`config.mk`:
```
export PLATFORM = sky130hd
export DESIGN_NAME = adcs_seq_ctrl
export DESIGN_NICKNAME = d
export VERILOG_FILES = /design/src/shared/adcs_pkg.sv /design/src/rtl/adcs_seq_ctrl.sv /design/src/rtl/adcs_result_mem.sv
export VERILOG_INCLUDE_DIRS = /design/src /design/src/shared
export SDC_FILE = /design/constraint.sdc
export NUM_CORES = 1
export LEC_CHECK = 0
export BUFFER_PORTS_ARGS = -buffer_cell sky130_fd_sc_hd__buf_2
export CAP_MARGIN = 5
export CORE_MARGIN = 5
export CORE_UTILIZATION = 55
export CTS_CLUSTER_DIAMETER = 150
export DETAILED_ROUTE_END_ITERATION = 8
export PLACE_DENSITY = 0.75
export SYNTH_ARGS = -nofsm -noshare
export SYNTH_HDL_FRONTEND = slang
export SYNTH_SLANG_ARGS = --single-unit
```
`constraint.sdc`:
```
create_clock -name i_core_clk -period 3.4 [get_ports i_core_clk]
set_input_delay 0.68 -clock i_core_clk [delete_from_list [all_inputs] [get_ports i_core_clk]]
set_output_delay 0.68 -clock i_core_clk [all_outputs]
set_load 0.03 [all_outputs]
```
`src/shared/adcs_consts.svh`:
```
// offsets, field positions, reset values and timing counts of the converter sequencer
// included by the package users; definitions only
`ifndef ADCS_CONSTS_SVH
`define ADCS_CONSTS_SVH

`define ADCS_OFF_CTL2 4'h2
`define ADCS_OFF_CTL3 4'h3
`define ADCS_OFF_CTL4 4'h4
`define ADCS_OFF_CTL5 4'h5
`define ADCS_OFF_STAT 4'h6
`define ADCS_OFF_TEST 4'h7
`define ADCS_OFF_RSLT 4'h8

// control two
`define ADCS_CTL2_JUSTIFY 7
`define ADCS_CTL2_SIGNED 6
// control three
`define ADCS_CTL3_FIFO 7
`define ADCS_CTL3_SINGLE 6
// control five
`define ADCS_CTL5_EIGHT 6
`define ADCS_CTL5_SCAN 5
`define ADCS_CTL5_SPECIAL 4
// status
`define ADCS_STAT_DONE 7
`define ADCS_STAT_BUSY 0
// test
`define ADCS_TEST_RST 7

`define ADCS_CTL2_RESET 8'h00
`define ADCS_CTL3_RESET 8'h00
`define ADCS_CTL4_RESET 8'h01
`define ADCS_CTL5_RESET 8'h00

// one bit decision per step; wait per step derived from ns and clock
`define ADCS_STEP_NS 64
`define ADCS_CLK_NS 8
`define ADCS_STEP_CYC ((`ADCS_STEP_NS + `ADCS_CLK_NS - 1) / `ADCS_CLK_NS)
`define ADCS_SAR_BITS 8

`endif

```
`src/shared/adcs_pkg.sv`:
```
// types of the converter sequencer
// no dependencies
package adcs_pkg;
  typedef enum logic [1:0] {
    ADCS_IDLE = 2'b00,
    ADCS_CONV = 2'b01,
    ADCS_NEXT = 2'b10
  } adcs_state_type;
endpackage

```
`src/rtl/adcs_seq_ctrl.sv`:
```
// sequence control of a successive-approximation converter with register port
// assumes a comparator input from the analog macro on the same clock
`timescale 1ns/1ps
`include "adcs_consts.svh"
module adcs_seq_ctrl (
  input wire logic i_core_clk,
  input wire logic i_rst,
  input wire logic [3:0] i_addr,
  input wire logic [7:0] i_wdata,
  input wire logic i_wr,
  input wire logic i_rd,
  input wire logic i_cmp_high,
  output logic [7:0] o_rdata,
  output logic [3:0] o_mux_chan,
  output logic o_sample
);
  typedef struct packed {
    adcs_pkg::adcs_state_type st;
    logic [7:0] ctl2;
    logic [7:0] ctl3;
    logic [7:0] ctl4;
    logic [7:0] ctl5;
    logic done;
    logic [7:0] sar;
    logic [7:0] trial;
    logic [3:0] step_cnt;
    logic [2:0] conv_idx;
    logic [2:0] wr_ptr;
    logic [3:0] mux_chan;
    logic sample;
    logic [7:0] rdata;
  } adcs_regs_type;

  adcs_regs_type q_r;
  adcs_regs_type q_nxt;
  logic [7:0] mem_rdata;
  logic mem_we;
  logic [2:0] mem_waddr;
  logic [7:0] mem_wdata;
  logic rd_d_r;
  logic [3:0] rd_addr_r;

  // sequence length: one with single-conversion, else eight or four
  function automatic logic [3:0] seq_len(input logic [7:0] c3, input logic [7:0] c5);
    if (c3[`ADCS_CTL3_SINGLE]) begin
      seq_len = 4'd1;
    end else if (c5[`ADCS_CTL5_EIGHT]) begin
      seq_len = 4'd8;
    end else begin
      seq_len = 4'd4;
    end
  endfunction

  // channel of conversion idx, starting at the written channel with wrap
  function automatic logic [3:0] chan_of(input logic [7:0] c5, input logic [2:0] idx);
    logic [2:0] base;
    base = c5[2:0] + idx;
    chan_of = {c5[`ADCS_CTL5_SPECIAL], base};
  endfunction

  // formatted result: signed flips msb, left justify keeps the byte
  function automatic logic [7:0] fmt(input logic [7:0] c2, input logic [7:0] v);
    fmt = c2[`ADCS_CTL2_SIGNED] ? {~v[7], v[6:0]} : v;
  endfunction

  logic wr2, wr3, wr4, wr5, wrt, restart, conv_end;

  always_comb begin
    q_nxt = q_r;
    wr2 = i_wr && (i_addr == `ADCS_OFF_CTL2);
    wr3 = i_wr && (i_addr == `ADCS_OFF_CTL3);
    wr4 = i_wr && (i_addr == `ADCS_OFF_CTL4);
    wr5 = i_wr && (i_addr == `ADCS_OFF_CTL5);
    wrt = i_wr && (i_addr == `ADCS_OFF_TEST) && i_wdata[`ADCS_TEST_RST];
    restart = wr4 || wr5;
    conv_end = 1'b0;
    mem_we = 1'b0;
    mem_waddr = q_r.wr_ptr;
    mem_wdata = fmt(q_r.ctl2, q_r.sar);
    q_nxt.sample = 1'b0;
    if (wr2) begin
      q_nxt.ctl2 = i_wdata;
    end
    if (wr3) begin
      q_nxt.ctl3 = i_wdata;
    end
    if (wr4) begin
      q_nxt.ctl4 = i_wdata;
    end
    if (wr5) begin
      q_nxt.ctl5 = i_wdata;
    end
    case (q_r.st)
      adcs_pkg::ADCS_IDLE: begin
      end
      adcs_pkg::ADCS_CONV: begin
        if (q_r.step_cnt != 4'd0) begin
          q_nxt.step_cnt = q_r.step_cnt - 4'd1;
        end else begin
          q_nxt.step_cnt = 4'(`ADCS_STEP_CYC - 1);
          if (!i_cmp_high) begin
            q_nxt.sar = q_r.sar & ~q_r.trial;
          end
          q_nxt.trial = q_r.trial >> 1;
          if (q_r.trial[0]) begin
            q_nxt.st = adcs_pkg::ADCS_NEXT;
          end else begin
            q_nxt.sar = (i_cmp_high ? q_r.sar : (q_r.sar & ~q_r.trial)) | (q_r.trial >> 1);
          end
        end
      end
      adcs_pkg::ADCS_NEXT: begin
        mem_we = 1'b1;
        // fifo mode keeps filling; otherwise result sits at its conversion slot
        mem_waddr = q_r.ctl3[`ADCS_CTL3_FIFO] ? q_r.wr_ptr : q_r.conv_idx;
        q_nxt.wr_ptr = q_r.wr_ptr + 3'd1;
        q_nxt.sar = 8'h80;
        q_nxt.trial = 8'h80;
        q_nxt.st = adcs_pkg::ADCS_CONV;
        // not equality: a single-conversion bit set mid-sequence must still end it
        if ({1'b0, q_r.conv_idx} + 4'd1 >= seq_len(q_r.ctl3, q_r.ctl5)) begin
          conv_end = 1'b1;
          q_nxt.done = 1'b1;
          q_nxt.conv_idx = 3'd0;
          if (!q_r.ctl5[`ADCS_CTL5_SCAN]) begin
            q_nxt.st = adcs_pkg::ADCS_IDLE;
          end
        end else begin
          q_nxt.conv_idx = q_r.conv_idx + 3'd1;
        end
        q_nxt.mux_chan = chan_of(q_r.ctl5, q_nxt.conv_idx);
        q_nxt.sample = q_nxt.st == adcs_pkg::ADCS_CONV;
      end
      default: begin
        q_nxt.st = adcs_pkg::ADCS_IDLE;
      end
    endcase
    if (restart) begin
      // new sequence always starts from the written channel
      q_nxt.st = adcs_pkg::ADCS_CONV;
      q_nxt.conv_idx = 3'd0;
      q_nxt.sar = 8'h80;
      q_nxt.trial = 8'h80;
      q_nxt.step_cnt = 4'(`ADCS_STEP_CYC - 1);
      q_nxt.mux_chan = chan_of(wr5 ? i_wdata : q_r.ctl5, 3'd0);
      q_nxt.sample = 1'b1;
      if (!q_r.ctl3[`ADCS_CTL3_FIFO] || wr5) begin
        q_nxt.wr_ptr = 3'd0;
      end
      if (wr5 && !conv_end) begin
        q_nxt.done = 1'b0;
      end
    end
    if (wrt) begin
      q_nxt.st = adcs_pkg::ADCS_IDLE;
      q_nxt.done = 1'b0;
      q_nxt.sar = 8'h00;
      q_nxt.trial = 8'h00;
      q_nxt.conv_idx = 3'd0;
      q_nxt.wr_ptr = 3'd0;
      q_nxt.sample = 1'b0;
    end
    q_nxt.rdata = 8'h00;
    if (i_rd) begin
      case (i_addr)
        `ADCS_OFF_CTL2: q_nxt.rdata = q_r.ctl2;
        `ADCS_OFF_CTL3: q_nxt.rdata = q_r.ctl3;
        `ADCS_OFF_CTL4: q_nxt.rdata = q_r.ctl4;
        `ADCS_OFF_CTL5: q_nxt.rdata = q_r.ctl5;
        `ADCS_OFF_STAT: q_nxt.rdata = {q_r.done, 6'h00, q_r.st != adcs_pkg::ADCS_IDLE};
        `ADCS_OFF_TEST: q_nxt.rdata = q_r.sar;
        default: q_nxt.rdata = 8'h00;
      endcase
    end
  end

  always_ff @(posedge i_core_clk) begin
    if (i_rst) begin
      q_r <= '0;
      q_r.st <= adcs_pkg::ADCS_IDLE;
      q_r.ctl2 <= `ADCS_CTL2_RESET;
      q_r.ctl3 <= `ADCS_CTL3_RESET;
      q_r.ctl4 <= `ADCS_CTL4_RESET;
      q_r.ctl5 <= `ADCS_CTL5_RESET;
      rd_d_r <= 1'b0;
      rd_addr_r <= 4'h0;
    end else begin
      q_r <= q_nxt;
      rd_d_r <= i_rd;
      rd_addr_r <= i_addr;
    end
  end

  // result slot read: registered in memory, matched to the one-cycle answer
  adcs_result_mem u_mem (
    .i_core_clk(i_core_clk),
    .i_we(mem_we),
    .i_waddr(mem_waddr),
    .i_wdata(mem_wdata),
    .i_raddr(i_addr[2:0]),
    .o_rdata(mem_rdata)
  );

  // result reads use offsets 8..15 through the slot memory; mux stays registered
  logic [7:0] rdata_r;
  always_ff @(posedge i_core_clk) begin
    if (i_rst) begin
      rdata_r <= 8'h00;
    end else if (i_rd && i_addr[3]) begin
      rdata_r <= 8'h00;
    end else begin
      rdata_r <= q_nxt.rdata;
    end
  end
  assign o_rdata = (rd_d_r && rd_addr_r[3]) ? mem_rdata : rdata_r;
  assign o_mux_chan = q_r.mux_chan;
  assign o_sample = q_r.sample;

  a_restart_ctl4: assert property (@(posedge i_core_clk) disable iff (i_rst)
    (wr4 && !wrt) |=> (q_r.st == adcs_pkg::ADCS_CONV && q_r.conv_idx == 3'd0))
    else $error("control four write did not restart");
  a_cfg_no_abort: assert property (@(posedge i_core_clk) disable iff (i_rst)
    ((wr2 || wr3) && !restart && !wrt && q_r.st == adcs_pkg::ADCS_CONV)
    |=> q_r.st != adcs_pkg::ADCS_IDLE)
    else $error("configuration write aborted sequence");
  a_ctl5_clears: assert property (@(posedge i_core_clk) disable iff (i_rst)
    (wr5 && !wrt && !conv_end) |=> (!q_r.done && q_r.sample))
    else $error("control five write did not clear and start");
  a_first_chan: assert property (@(posedge i_core_clk) disable iff (i_rst)
    (wr5 && !wrt) |=> q_r.mux_chan == {$past(i_wdata[4]), $past(i_wdata[2:0])})
    else $error("wrong first channel");
  a_top_bit_kept: assert property (@(posedge i_core_clk) disable iff (i_rst)
    (wr5 && !wrt && i_wdata[6] && i_wdata[2]) |=> q_r.mux_chan[2])
    else $error("top channel bit masked");
  a_special_route: assert property (@(posedge i_core_clk) disable iff (i_rst)
    (q_r.st != adcs_pkg::ADCS_IDLE && !restart && !wrt)
    |=> q_r.mux_chan[3] == q_r.ctl5[4])
    else $error("special channel not routed");
  a_done_scan: assert property (@(posedge i_core_clk) disable iff (i_rst)
    (conv_end && !wrt) |=> q_r.done)
    else $error("done flag not set at sequence end");
  a_single_idle: assert property (@(posedge i_core_clk) disable iff (i_rst)
    (conv_end && !q_r.ctl5[5] && !restart && !wrt)
    |=> q_r.st == adcs_pkg::ADCS_IDLE)
    else $error("block did not idle after sequence");
  a_test_reset: assert property (@(posedge i_core_clk) disable iff (i_rst)
    wrt |=> (q_r.st == adcs_pkg::ADCS_IDLE && !q_r.done))
    else $error("test reset bit ineffective");
  a_single_len: assert property (@(posedge i_core_clk) disable iff (i_rst)
    (q_r.ctl3[6] && q_r.st == adcs_pkg::ADCS_NEXT) |-> conv_end)
    else $error("single conversion ran too long");
  a_test_read: assert property (@(posedge i_core_clk) disable iff (i_rst)
    (i_rd && i_addr == `ADCS_OFF_TEST) |=> o_rdata == $past(q_r.sar))
    else $error("test register not returning approximation");
  // the checks below look one edge after the strobe or event they guard
  a_cfg_keep_idx: assert property (@(posedge i_core_clk) disable iff (i_rst)
    ((wr2 || wr3) && !restart && !wrt && q_r.st == adcs_pkg::ADCS_CONV)
    |=> q_r.conv_idx == $past(q_r.conv_idx))
    else $error("configuration write moved the sequence");
  a_scan_goes_on: assert property (@(posedge i_core_clk) disable iff (i_rst)
    (conv_end && q_r.ctl5[`ADCS_CTL5_SCAN] && !restart && !wrt)
    |=> q_r.st == adcs_pkg::ADCS_CONV)
    else $error("scan did not continue after sequence");
  a_idle_quiet: assert property (@(posedge i_core_clk) disable iff (i_rst)
    (q_r.st == adcs_pkg::ADCS_IDLE && !restart)
    |=> !q_r.sample)
    else $error("conversion started while idle");
  a_fifo_ptr_kept: assert property (@(posedge i_core_clk) disable iff (i_rst)
    (wr4 && !wr5 && !wrt && q_r.ctl3[`ADCS_CTL3_FIFO] && q_r.st != adcs_pkg::ADCS_NEXT)
    |=> q_r.wr_ptr == $past(q_r.wr_ptr))
    else $error("fifo pointer moved on restart");
  a_status_busy: assert property (@(posedge i_core_clk) disable iff (i_rst)
    (i_rd && i_addr == `ADCS_OFF_STAT)
    |=> o_rdata[0] == ($past(q_r.st) != adcs_pkg::ADCS_IDLE))
    else $error("busy bit wrong in status");
endmodule

```
`src/rtl/adcs_result_mem.sv`:
```
// eight-word result store of the converter sequencer
// one write port and one registered read port on the core clock
`timescale 1ns/1ps
module adcs_result_mem (
  input wire logic i_core_clk,
  input wire logic i_we,
  input wire logic [2:0] i_waddr,
  input wire logic [7:0] i_wdata,
  input wire logic [2:0] i_raddr,
  output logic [7:0] o_rdata
);
  logic [7:0] mem [0:7];
  always_ff @(posedge i_core_clk) begin
    if (i_we) begin
      mem[i_waddr] <= i_wdata;
    end
    o_rdata <= mem[i_raddr];
  end
endmodule

```
==> results of run 1 <==
## layout make-up
| type | instances | area (um2) | area share |
|---|---|---|---|
| inverters | 10 | 37.5 | 0.00528 |
| flip-flops and latches | 148 | 3600 | 0.507 |
| well taps | 143 | 179 | 0.0252 |
| multi-input cells | 353 | 2480 | 0.350 |
| clock buffers | 19 | 443 | 0.0623 |
| repair buffers | 38 | 225 | 0.0317 |
| clock inverters | 13 | 131 | 0.0185 |
## worst max-delay path by stage
| stage | end | slack [ps] | depth (start not counted) |
|---|---|---|---|
| CTS | o_mux_chan[2]$_SDFFE_PP0P_ | 400 | 11 |
| global route | o_mux_chan[2]$_SDFFE_PP0P_ | 200 | 11 |
| finish | o_mux_chan[2]$_SDFFE_PP0P_ | 380 | 11 |
| global placement | o_mux_chan[2]$_SDFFE_PP0P_ | 680 | 11 |
| floorplan | o_mux_chan[2]$_SDFFE_PP0P_ | 830 | 11 |
| detailed placement | o_mux_chan[2]$_SDFFE_PP0P_ | 450 | 11 |
## kinds of logic (layout without fill, tap and decap cells)
group	Yosys count	in the layout
flip-flops	148	148
AND/OR/NAND/NOR	164	164
multiplexers	48	48
AO/OA/AOI/OAI	124	124
buffers and inverters	46	80
XOR/XNOR	6	6
adder cells (fa/ha/maj)	11	11
## per-layer routing
metal	global-route usage	routed length [um]	part of all wire	vias to the layer above
met2	0.334	6760	0.48	202
met3	0.0653	1100	0.078	17
met4	0.0627	140	0.010	0
met1	0.299	6020	0.43	2168
met5	0	0	0	-
li1	-	-	-	2071
## worst max-delay path, stage by stage, from the launching register on
cell and delay, ps:
dfxtp_1 510, ha_1 260, xor2_1 260, ha_1 180
nand2_1 70, o21ai_0 370, nor2_1 80, ha_1 210
fa_1 400, xor2_1 160, and3_1 190, o32ai_1 230
## through the flow
step | setup slack, ps | area, um2 | power (mW)
3_3_place_gp | 683 | 6530 | 2.07
5_1_grt | 204 | 7100 | 3.96
2_1_floorplan | 826 | 6280 | 2.02
6_report | 378 | 7100 | 3.84
4_1_cts | 399 | 7100 | 3.86
3_5_place_dp | 449 | 6530 | 2.07
## placed cells by master, fill, tap and decap left out, types with 4 or more instances in the layout
| cell type | count |
|---|---|
| a211oi_1 | 7 |
| a21o_1 | 5 |
| a21oi_1 | 55 |
| a222oi_1 | 4 |
| a22oi_1 | 9 |
| buf_2 | 29 |
| buf_4 | 8 |
| clkbuf_16 | 17 |
| dfxtp_1 | 84 |
| edfxtp_1 | 64 |
| ha_1 | 10 |
| inv_1 | 10 |
| mux2_2 | 20 |
| mux2i_1 | 12 |
| mux4_2 | 16 |
| nand2_1 | 52 |
| nand2b_1 | 4 |
| nand3_1 | 30 |
| nor2_1 | 38 |
| nor2b_1 | 7 |
| nor3_1 | 6 |
| nor3b_1 | 4 |
| o21ai_0 | 27 |
| xor2_1 | 5 |
## state kept, by name, summed over array words and instances, names as in the netlist
register	cells
o_mux_chan	4
o_sample	1
q_r	61
rd_addr_r	1
rd_d_r	1
rdata_r	8
u_mem.mem	64
u_mem.o_rdata	8
## power breakdown
group / total [mW] / leakage, nW / internal, mW / switching [mW]
logic: 0.166 / 0.989 / 0.0636 / 0.102
registers: 1.87 / 1.26 / 1.86 / 0.0106
clock network: 1.81 / 0.275 / 1.09 / 0.716
==> key figures, run 1 <==
Global routing
  – Antenna violations before repair: 0
  – Total track usage: 0.217
  – Largest net degree at the start of global routing: 40
  – First-pass GRT wire length: between 20000 and 25000 um
  – GRT Residual Overflow: 0
  – Vias in the first global route: 4184

Die
  – Io pins: 30
  – Row count: 39
  – Die width: ~120 um
  – Die height: 117 um
  – Core ar.: 11300 um2
  – Die area: 13700 um2
  – Initial Utilization: 0.555

Clocking
  – CTS tree: built
  – Post-CTS Setup Inserts: 0
  – CTS buffer count: 17
  – Max clock buf depth: 2
  – Post-CTS Hold Fix Bufs: 0
  – CTS sink cnt: 148
  – Root buffer cell: clkbuf_16
  – CTS resizes: 0
  – CTS H-tree lvls: 4
  – Worst-path clk slew: 60 ps
  – Skew-Pair Late Insertion Delay: 420 ps

Synth
  – Mapped Area: 6280 um2
  – Most common cell in the netlist: dfxtp_1
  – Top FF cell, synth: dfxtp_1
  – Synth Register Bits: 148
  – Synth cell count leaders: dfxtp_1, edfxtp_1, a21oi_1
  – Post-Synth Simple-Gate Area: 0.130
  – Post-synthesis sequential area ratio: 0.574
  – Syn avg cell area: 11.5 um2
  – Synth Area in XOR/XNOR: 0.00837
  – Yosys top cell area share: 0.306
  – Yosys warning total: 0
  – Yosys cell types: 52
  – Post-synth ARST share: 0
  – Top cells by area, synth: edfxtp_1, dfxtp_1, mux4_2
  – Post-synth EDFFs: 64
  – Post-Synthesis Cells: approximately 550
  – Largest area contributor in the netlist: edfxtp_1
  – Syn Nets: between 500 and 600
  – Post-Synth Adder-Cell Area: 0.0231
  – Post-synthesis mux area share: 0.112
  – Synth Area in Compound Gates: 0.120
  – Largest family of logic cells by synthesized area: simple AND/OR/NAND/NOR gates

Min path
  – Hold Path Class: reg2reg
  – Hold Crit Start: q_r[43]$_SDFFE_PP0P_
  – Hold Path Depth: 2
  – Worst Hold Path EP: q_r[43]$_SDFFE_PP0P_

Detailed routing
  – Detailed Routing Iterations Pass 1: 5
  – Average vias per placed instance: 6.16
  – Post-route DRC violation count: 0
  – Final WL: 14000 um
  – Drt wl/cell: a little under 20 um
  – ANT nets after route: 0
  – Initial DRC count: 544
  – Vias: 4458

Worst setup path
  – Crit path kind: reg2reg
  – Worst Path Max Fanout: 10
  – Worst setup startpoint: q_r[16]$_SDFFE_PP0P_
  – Reg2Reg Setup Slack: 380 ps
  – R2r startpoint: q_r[16]$_SDFFE_PP0P_
  – WP data required: between 3000 and 4000 ps
  – CP Data Arrival Time: 3340 ps
  – Reg2reg end: o_mux_chan[2]$_SDFFE_PP0P_
  – Crit. End Element: flip-flop
  – Worst setup SP type: flip-flop
  – R2R depth: 11

Timing
  – Final setup viols: 0
  – Final TNS setup: 0 ps
  – Final worst-path cycle share: 0.889
  – WHS: about 460 ps
  – Max-slew violation count: 0
  – Final hold viol count: 0
  – Fmax: 331 MHz
  – Fin crit period: 3020 ps
  – Worst Tran Pin Value: 964 ps
  – Headroom to the max-slew limit: 0.355
  – RSZ-0062 raised after global routing: false
  – Final setup skew: roughly 11 ps

Final layout
  – ANT cells: 0
  – Synthesis-to-finish area growth: 13.1%
  – Share of cells above drive strength 1: 0.189
  – Post-route insts no fill: 724
  – Fin util: 0.628
  – Fillers: 856
  – Total Nets Final: 596

Power and ir drop
  – Power Density: approximately 540 nW/um2
  – Leakage: 2.52 nW
  – Max IR drop VDD: 0.458 mV

Placed design
  – HPWL Detailed: 9200 um
  – Placer Congestion: 0.843
  – Placed Cells: 692
  – Input/output buffers: 29

Run status
  – Status: completed

Job
  – Number of max-cap violations: 0
Note: power is estimated with default switching activity, not from simulation.
==> run 2: changes to the inputs <==
- GPL_ROUTABILITY_DRIVEN: unset -> 0
- PLACE_DENSITY: 0.75 -> 0.77
- clock period: 3.4 -> 2.75 ns (I/O delays scaled with it)
==> run 2 against run 1 <==
  * Total power up 24%
  * Combinational power up 26%
  * Highest routed layer unchanged
  * Die area unchanged
  * Largest cell class unchanged
  * Count of clock-buffer cells in the layout up 9
  * Critical endpoint unchanged
==> key figures, run 2 (synthesis gave the netlist of run 1 again) <==
Die
  – Die height: 117 um
  – Die area: 13700 um2
  – Io pins: 30
  – Initial Utilization: 0.555
  – Row count: 39
  – Core ar.: 11300 um2
  – Die width: 117 um

Timing
  – Fmax: 382 MHz
  – Final worst-path cycle share: 0.953
  – Max-slew violation count: 0
  – Final setup skew: ~5.5 ps
  – Final TNS setup: 0 ps
  – WHS: 408 ps
  – Setup WS post-layout: 129 ps
  – Worst Tran Pin Value: 917 ps
  – Fin crit period: roughly 2600 ps
  – Final setup viols: 0
  – Final hold viol count: 0
  – Headroom to the max-slew limit: 0.387

Clocking
  – CTS resizes: 0
  – CTS sink cnt: around 150
  – Skew-Pair Late Insertion Delay: between 400 and 500 ps
  – Post-CTS Hold Fix Bufs: 0
  – Post-CTS Setup Inserts: 0
  – Worst-path clk slew: 60 ps
  – Max clock buf depth: 2
  – Root buffer cell: clkbuf_16
  – CTS buffer count: 17
  – CTS tree: built
  – CTS H-tree lvls: 4

Placed design
  – Pre-CTS setup slack: 134 ps
  – Input/output buffers: 29
  – Placed Cells: 702
  – Dpl cell area: 6610 um2
  – HPWL Detailed: 9600 um

Final layout
  – Register Area: roughly 3600 um2
  – Share of cells above drive strength 1: 0.203
  – Largest regs: u_mem.mem x64, q_r x61
  – Commonest non-fill, non-tap cell in the layout: dfxtp_1
  – Most frequent cells in the layout: dfxtp_1, edfxtp_1, a21oi_1, nand2_1, nor2_1
  – Synthesis-to-finish area growth: 14.6%
  – Post-route insts no fill: 734
  – Largest register FFs: 64
  – Fin util: 0.636
  – Largest Register: u_mem.mem
  – Total Nets Final: between 600 and 700
  – Multi-input combinational cell area: 2490 um2
  – Final Instance Area: just over 7000 um2
  – Fillers: 844
  – ANT cells: 0

Global routing
  – Antenna violations before repair: 0
  – Vias in the first global route: 4333
  – GRT Max-Usage Layer: met2
  – First-pass GRT wire length: 22600 um
  – Largest net degree at the start of global routing: 35
  – Met1 track demand over resource: 0.295
  – GRT Residual Overflow: 0
  – Total track usage: 0.218
  – Met3 Use GR: 0.0571
  – GR Util met2: 0.345

Run status
  – Status: completed

Worst setup path
  – Cell Chain, Critical Path: ha_1 -> xor2_1 -> ha_1 -> nand2_1 -> o21ai_2 -> nor2_1 -> ha_1 -> fa_1 -> xor2_1 -> and3_1 -> o32ai_1
  – Worst setup SP type: flip-flop
  – Most frequent CP cell: ha_1
  – Crit. End Element: flip-flop
  – Crit path kind: reg2reg
  – Slowest-stage cell, CP: fa_1
  – CP peak stage delay: about 400 ps
  – CP Data Arrival Time: 2950 ps
  – WP data required: 3080 ps
  – Worst Path Max Fanout: 3

Detailed routing
  – ANT nets after route: 0
  – Vias: 4539
  – Post-route DRC violation count: 0
  – Detailed Routing Iterations Pass 1: 5
  – Final WL: between 10000 and 15000 um
  – Average vias per placed instance: 6.18
  – Drt wl/cell: 19.3 um
  – Initial DRC count: 533

Power and ir drop
  – Total power draw: 4.76 mW
  – Leakage: 2.59 nW
  – Max IR drop VDD: 0.645 mV
  – Power Density: 662 nW/um2

Min path
  – Hold Path Class: in2reg

Job
  – Number of max-cap violations: 0
==> run 2: cell count changes in the layout (fill, tap and decap cells not counted), sizes merged <==
cell,before,now
buf,38,48
bufinv,2,1
clkbuf,19,28
clkinv,6,3
clkinvlp,3,0
inv,12,10
==> run 2: worst paths after layout <==
kind                        start                    endpoint  slack (ps)  depth (start not counted)
min                    i_wdata[5]        q_r[53]$_SDFFE_PP0P_         410                          3
max reg2reg  q_r[16]$_SDFFE_PP0P_  o_mux_chan[2]$_SDFFE_PP0P_         130                         11
min reg2reg  q_r[56]$_SDFFE_PP0P_        q_r[56]$_SDFFE_PP0P_         460                          2
max          q_r[16]$_SDFFE_PP0P_  o_mux_chan[2]$_SDFFE_PP0P_         130                         11
==> run 2: layout make-up <==
cell class | count | area share
inverters | 10 | 0.00522
clock buffers | 28 | 0.0753
clock inverters | 4 | 0.00626
multi-input cells | 353 | 0.346
repair buffers | 48 | 0.0417
flip-flops and latches | 148 | 0.501
well taps | 143 | 0.0249
==> run 2: critical path: cells and delay by family, from the launching register on <==
family | cells | cell delay [ps]
fa+ha+maj | 4 | 1130
compound gates | 2 | 390
simple gates | 3 | 340
flops | 1 | 310
xor+xnor | 2 | 350
==> run 2: power by group <==
part	switching (mW)	internal [mW]	leakage [nW]
clock network	0.820	1.43	0.293
logic	0.128	0.0811	1.04
registers	0.0120	2.30	1.26
total	0.960	3.80	2.59
==> run 2: metal layers <==
| layer | vias to the layer above | share of wire |
|---|---|---|
| li1 | 2082 | - |
| met1 | 2223 | 0.42 |
| met2 | 208 | 0.49 |
| met3 | 26 | 0.073 |
| met4 | 0 | 0.015 |
| met5 | - | 0 |
==> run 3: changes to the inputs <==
- ABC_AREA: unset -> 1
- CTS_CLUSTER_SIZE: unset -> 20
==> run 3 against run 2 <==
  * Count of clock-buffer cells in the layout down 4
  * Die area up 1.2%
  * Critical endpoint unchanged
  * Register-to-register slack about the same
  * Core utilization up 0.30 points
  * Clock power about the same
==> key figures, run 3 <==
Run status
  – Status: completed

Placed design
  – Input/output buffers: 29
  – HPWL Detailed: roughly 10000 um
  – Placed Cells: 863

Die
  – Die area: about 14000 um2
  – Die width: 118 um
  – Initial Utilization: 0.560
  – Core ar.: approximately 11000 um2
  – Io pins: 30
  – Die height: between 100 and 150 um
  – Row count: 39

Final layout
  – Post-route insts no fill: 898
  – Commonest non-fill, non-tap cell in the layout: nand2_1
  – Largest Register: u_mem.mem
  – Largest register FFs: 64
  – ANT cells: 0
  – Most frequent cells in the layout: nand2_1, inv_1, dfxtp_1, edfxtp_1
  – Fillers: 884
  – Synthesis-to-finish area growth: 14.1%
  – Total Nets Final: 770
  – Largest regs: u_mem.mem x64, q_r x61
  – Share of cells above drive strength 1: 0.156

Synth
  – Post-synth EDFFs: 64
  – Synth Register Bits: 148
  – Yosys cell types: 37
  – Yosys warning total: 0
  – Post-Synthesis Cells: approximately 700
  – Syn Nets: 732
  – Most common cell in the netlist: nand2_1
  – Top FF cell, synth: dfxtp_1
  – Synth cell count leaders: nand2_1, inv_1, dfxtp_1
  – Syn avg cell area: 9.04 um2
  – Post-synth ARST share: 0
  – Largest area contributor in the netlist: edfxtp_1
  – Post-synthesis sequential area ratio: 0.566
  – Yosys top cell area share: 0.302
  – Mapped Area: 6360 um2
  – Top cells by area, synth: edfxtp_1, dfxtp_1, nand2_1

Detailed routing
  – Vias: approximately 5000
  – Detailed Routing Iterations Pass 1: 5
  – Drt wl/cell: ~17 um
  – Average vias per placed instance: 5.57
  – Initial DRC count: 504
  – Post-route DRC violation count: 0
  – ANT nets after route: 0
  – Final WL: approximately 15000 um

Timing
  – Final hold viol count: 0
  – Fin crit period: between 2000 and 3000 ps
  – Headroom to the max-slew limit: 0.486
  – Final setup skew: 7.19 ps
  – Final setup viols: 0
  – Fmax: 382 MHz
  – Worst Tran Pin Value: 769 ps
  – Final worst-path cycle share: 0.951
  – Max-slew violation count: 0

Power and ir drop
  – Leakage: between 2 and 3 nW
  – Switching share of total power: 0.215
  – Clk pwr share: 0.469
  – Max IR drop VDD: between 0.3 and 0.4 mV
  – Psw: 1.02 mW
  – Comb power frac: 0.045
  – Int Pwr: 3.73 mW
  – Power Density: approximately 650 nW/um2
  – Seq pwr share: 0.487
  – Total power draw: approximately 4.8 mW

Clocking
  – Root buffer cell: clkbuf_16
  – CTS tree: built
  – Post-CTS Hold Fix Bufs: 0
  – CTS sink cnt: 148
  – CTS buffer count: 17
  – Max clock buf depth: 2
  – Worst-path clk slew: 60 ps
  – CTS H-tree lvls: 4
  – Skew-Pair Late Insertion Delay: between 400 and 500 ps

Worst setup path
  – CP Data Arrival Time: 2960 ps
  – WP data required: 3100 ps
  – Cell Chain, Critical Path: ha_4 -> inv_1 -> nand2_1 -> nand2_1 -> ha_1 -> nand2_1 -> inv_1 -> nand2_2 -> nand2_2 -> nor2_1 -> ha_2 -> fa_2 -> inv_2 -> nand2_1 -> nand2_2 -> nand4_1 -> nand2_1 -> nand2_1 -> a21oi_2
  – CP peak stage delay: about 400 ps
  – Most frequent CP cell: nand2_1
  – Worst Path Max Fanout: 5
  – Bufs and invs on worst path: 3
  – Slowest-stage cell, CP: fa_2
  – Crit path kind: reg2reg
  – Crit. End Element: flip-flop
  – Worst setup SP type: flip-flop
  – Top Family by Delay on Critical Path: adder cells

Min path
  – Hold Path Class: in2reg

Global routing
  – First-pass GRT wire length: 24800 um
  – Total track usage: 0.222
  – Largest net degree at the start of global routing: 34
  – Antenna violations before repair: 0
  – GRT Residual Overflow: 0
  – Vias in the first global route: 4942

Job
  – Number of max-cap violations: 0
[run 3: cell types whose count changed after synthesis, sizes merged, moves of 16 or more]
cell	change
o21ai	+34
mux4	-16
nor2	+21
nand2	+102
o22ai	+18
inv	+86
[run 3: worst paths after layout]
path | end | slack (ps) | cells past startpoint | startpoint
setup / recovery | o_mux_chan[2]$_SDFFE_PP0P_ | 140 | 19 | q_r[16]$_SDFFE_PP0P_
hold / removal | rd_d_r$_SDFF_PP0_ | 370 | 3 | i_rd
setup reg to reg | o_mux_chan[2]$_SDFFE_PP0P_ | 140 | 19 | q_r[16]$_SDFFE_PP0P_
hold reg to reg | q_r[59]$_SDFFE_PP0P_ | 450 | 2 | q_r[59]$_SDFFE_PP0P_
[run 3: per-stage QoR]
step / worst slack (ps) / cell area [um2] / utilization / TNS [ps] / hold WS (ps)
after global placement: 212 / 6630 / 0.583 / 0 / 433
after global routing: -0.107 / 7260 / 0.639 / -0.107 / 385
after CTS: 5.35 / 7210 / 0.634 / 0 / 365
final: 135 / 7260 / 0.639 / 0 / 370
after floorplan: 331 / 6360 / - / 0 / 425
after detailed placement: 21.4 / 6630 / 0.583 / 0 / 444
[run 3: layer usage]
layer,global-route usage,up-vias,part of all wire
li1,-,2434,-
met1,0.289,2327,0.43
met2,0.373,211,0.48
met3,0.0437,27,0.075
met4,0.0753,0,0.018
met5,0,-,0
[run 3: cell families (layout without fill, tap and decap cells)]
family / after synthesis / in the layout / synth area share
muxes: 8 / 8 / 0.0142
adders and majority gates: 11 / 11 / 0.0228
DFF: 148 / 148 / 0.566
AOI/OAI and AO/OA: 151 / 151 / 0.132
xor gates and xnor gates: 1 / 1 / 0.00138
and+or+nand+nor: 262 / 262 / 0.181
buffers and inverters: 123 / 174 / 0.0824
[run 3: cell type report]
cell class	count	area (um2)	share of cell area
multi-input combinational	433	2260	0.312
clock buffer	24	503	0.0693
clock inverter	8	71.3	0.00982
sequential	148	3610	0.497
tap	143	179	0.0246
inverter	97	368	0.0507
timing repair buffer	45	265	0.0365
[run 3: what timing repair did]
item	4_1_cts	5_1_grt
endpoints found under the setup margin	1	1
setup buffers	0	3
endpoints found under the hold margin	0	0
pin swaps	0	4
resized for setup	2	11
[run 3: power groups by stage]
| stage | Sequential [mW] | Combinational (mW) | Clock (mW) |
|---|---|---|---|
| floorplan | 2.36 | 0.143 | 0 |
| global placement | 2.36 | 0.199 | 0 |
| detailed placement | 2.36 | 0.205 | 0 |
| CTS | 2.31 | 0.208 | 2.25 |
| global route | 2.31 | 0.236 | 2.35 |
| finish | 2.31 | 0.212 | 2.23 |
[run 3: worst reg2reg max path, stage by stage (launching register included)]
cell	delay, ps
dfxtp_4	370
ha_4	140
inv_1	40
nand2_1	60
nand2_1	90
ha_1	300
nand2_1	50
inv_1	60
nand2_2	70
nand2_2	90
nor2_1	70
ha_2	180
fa_2	400
inv_2	80
nand2_1	80
nand2_2	90
nand4_1	100
nand2_1	90
nand2_1	60
a21oi_2	130
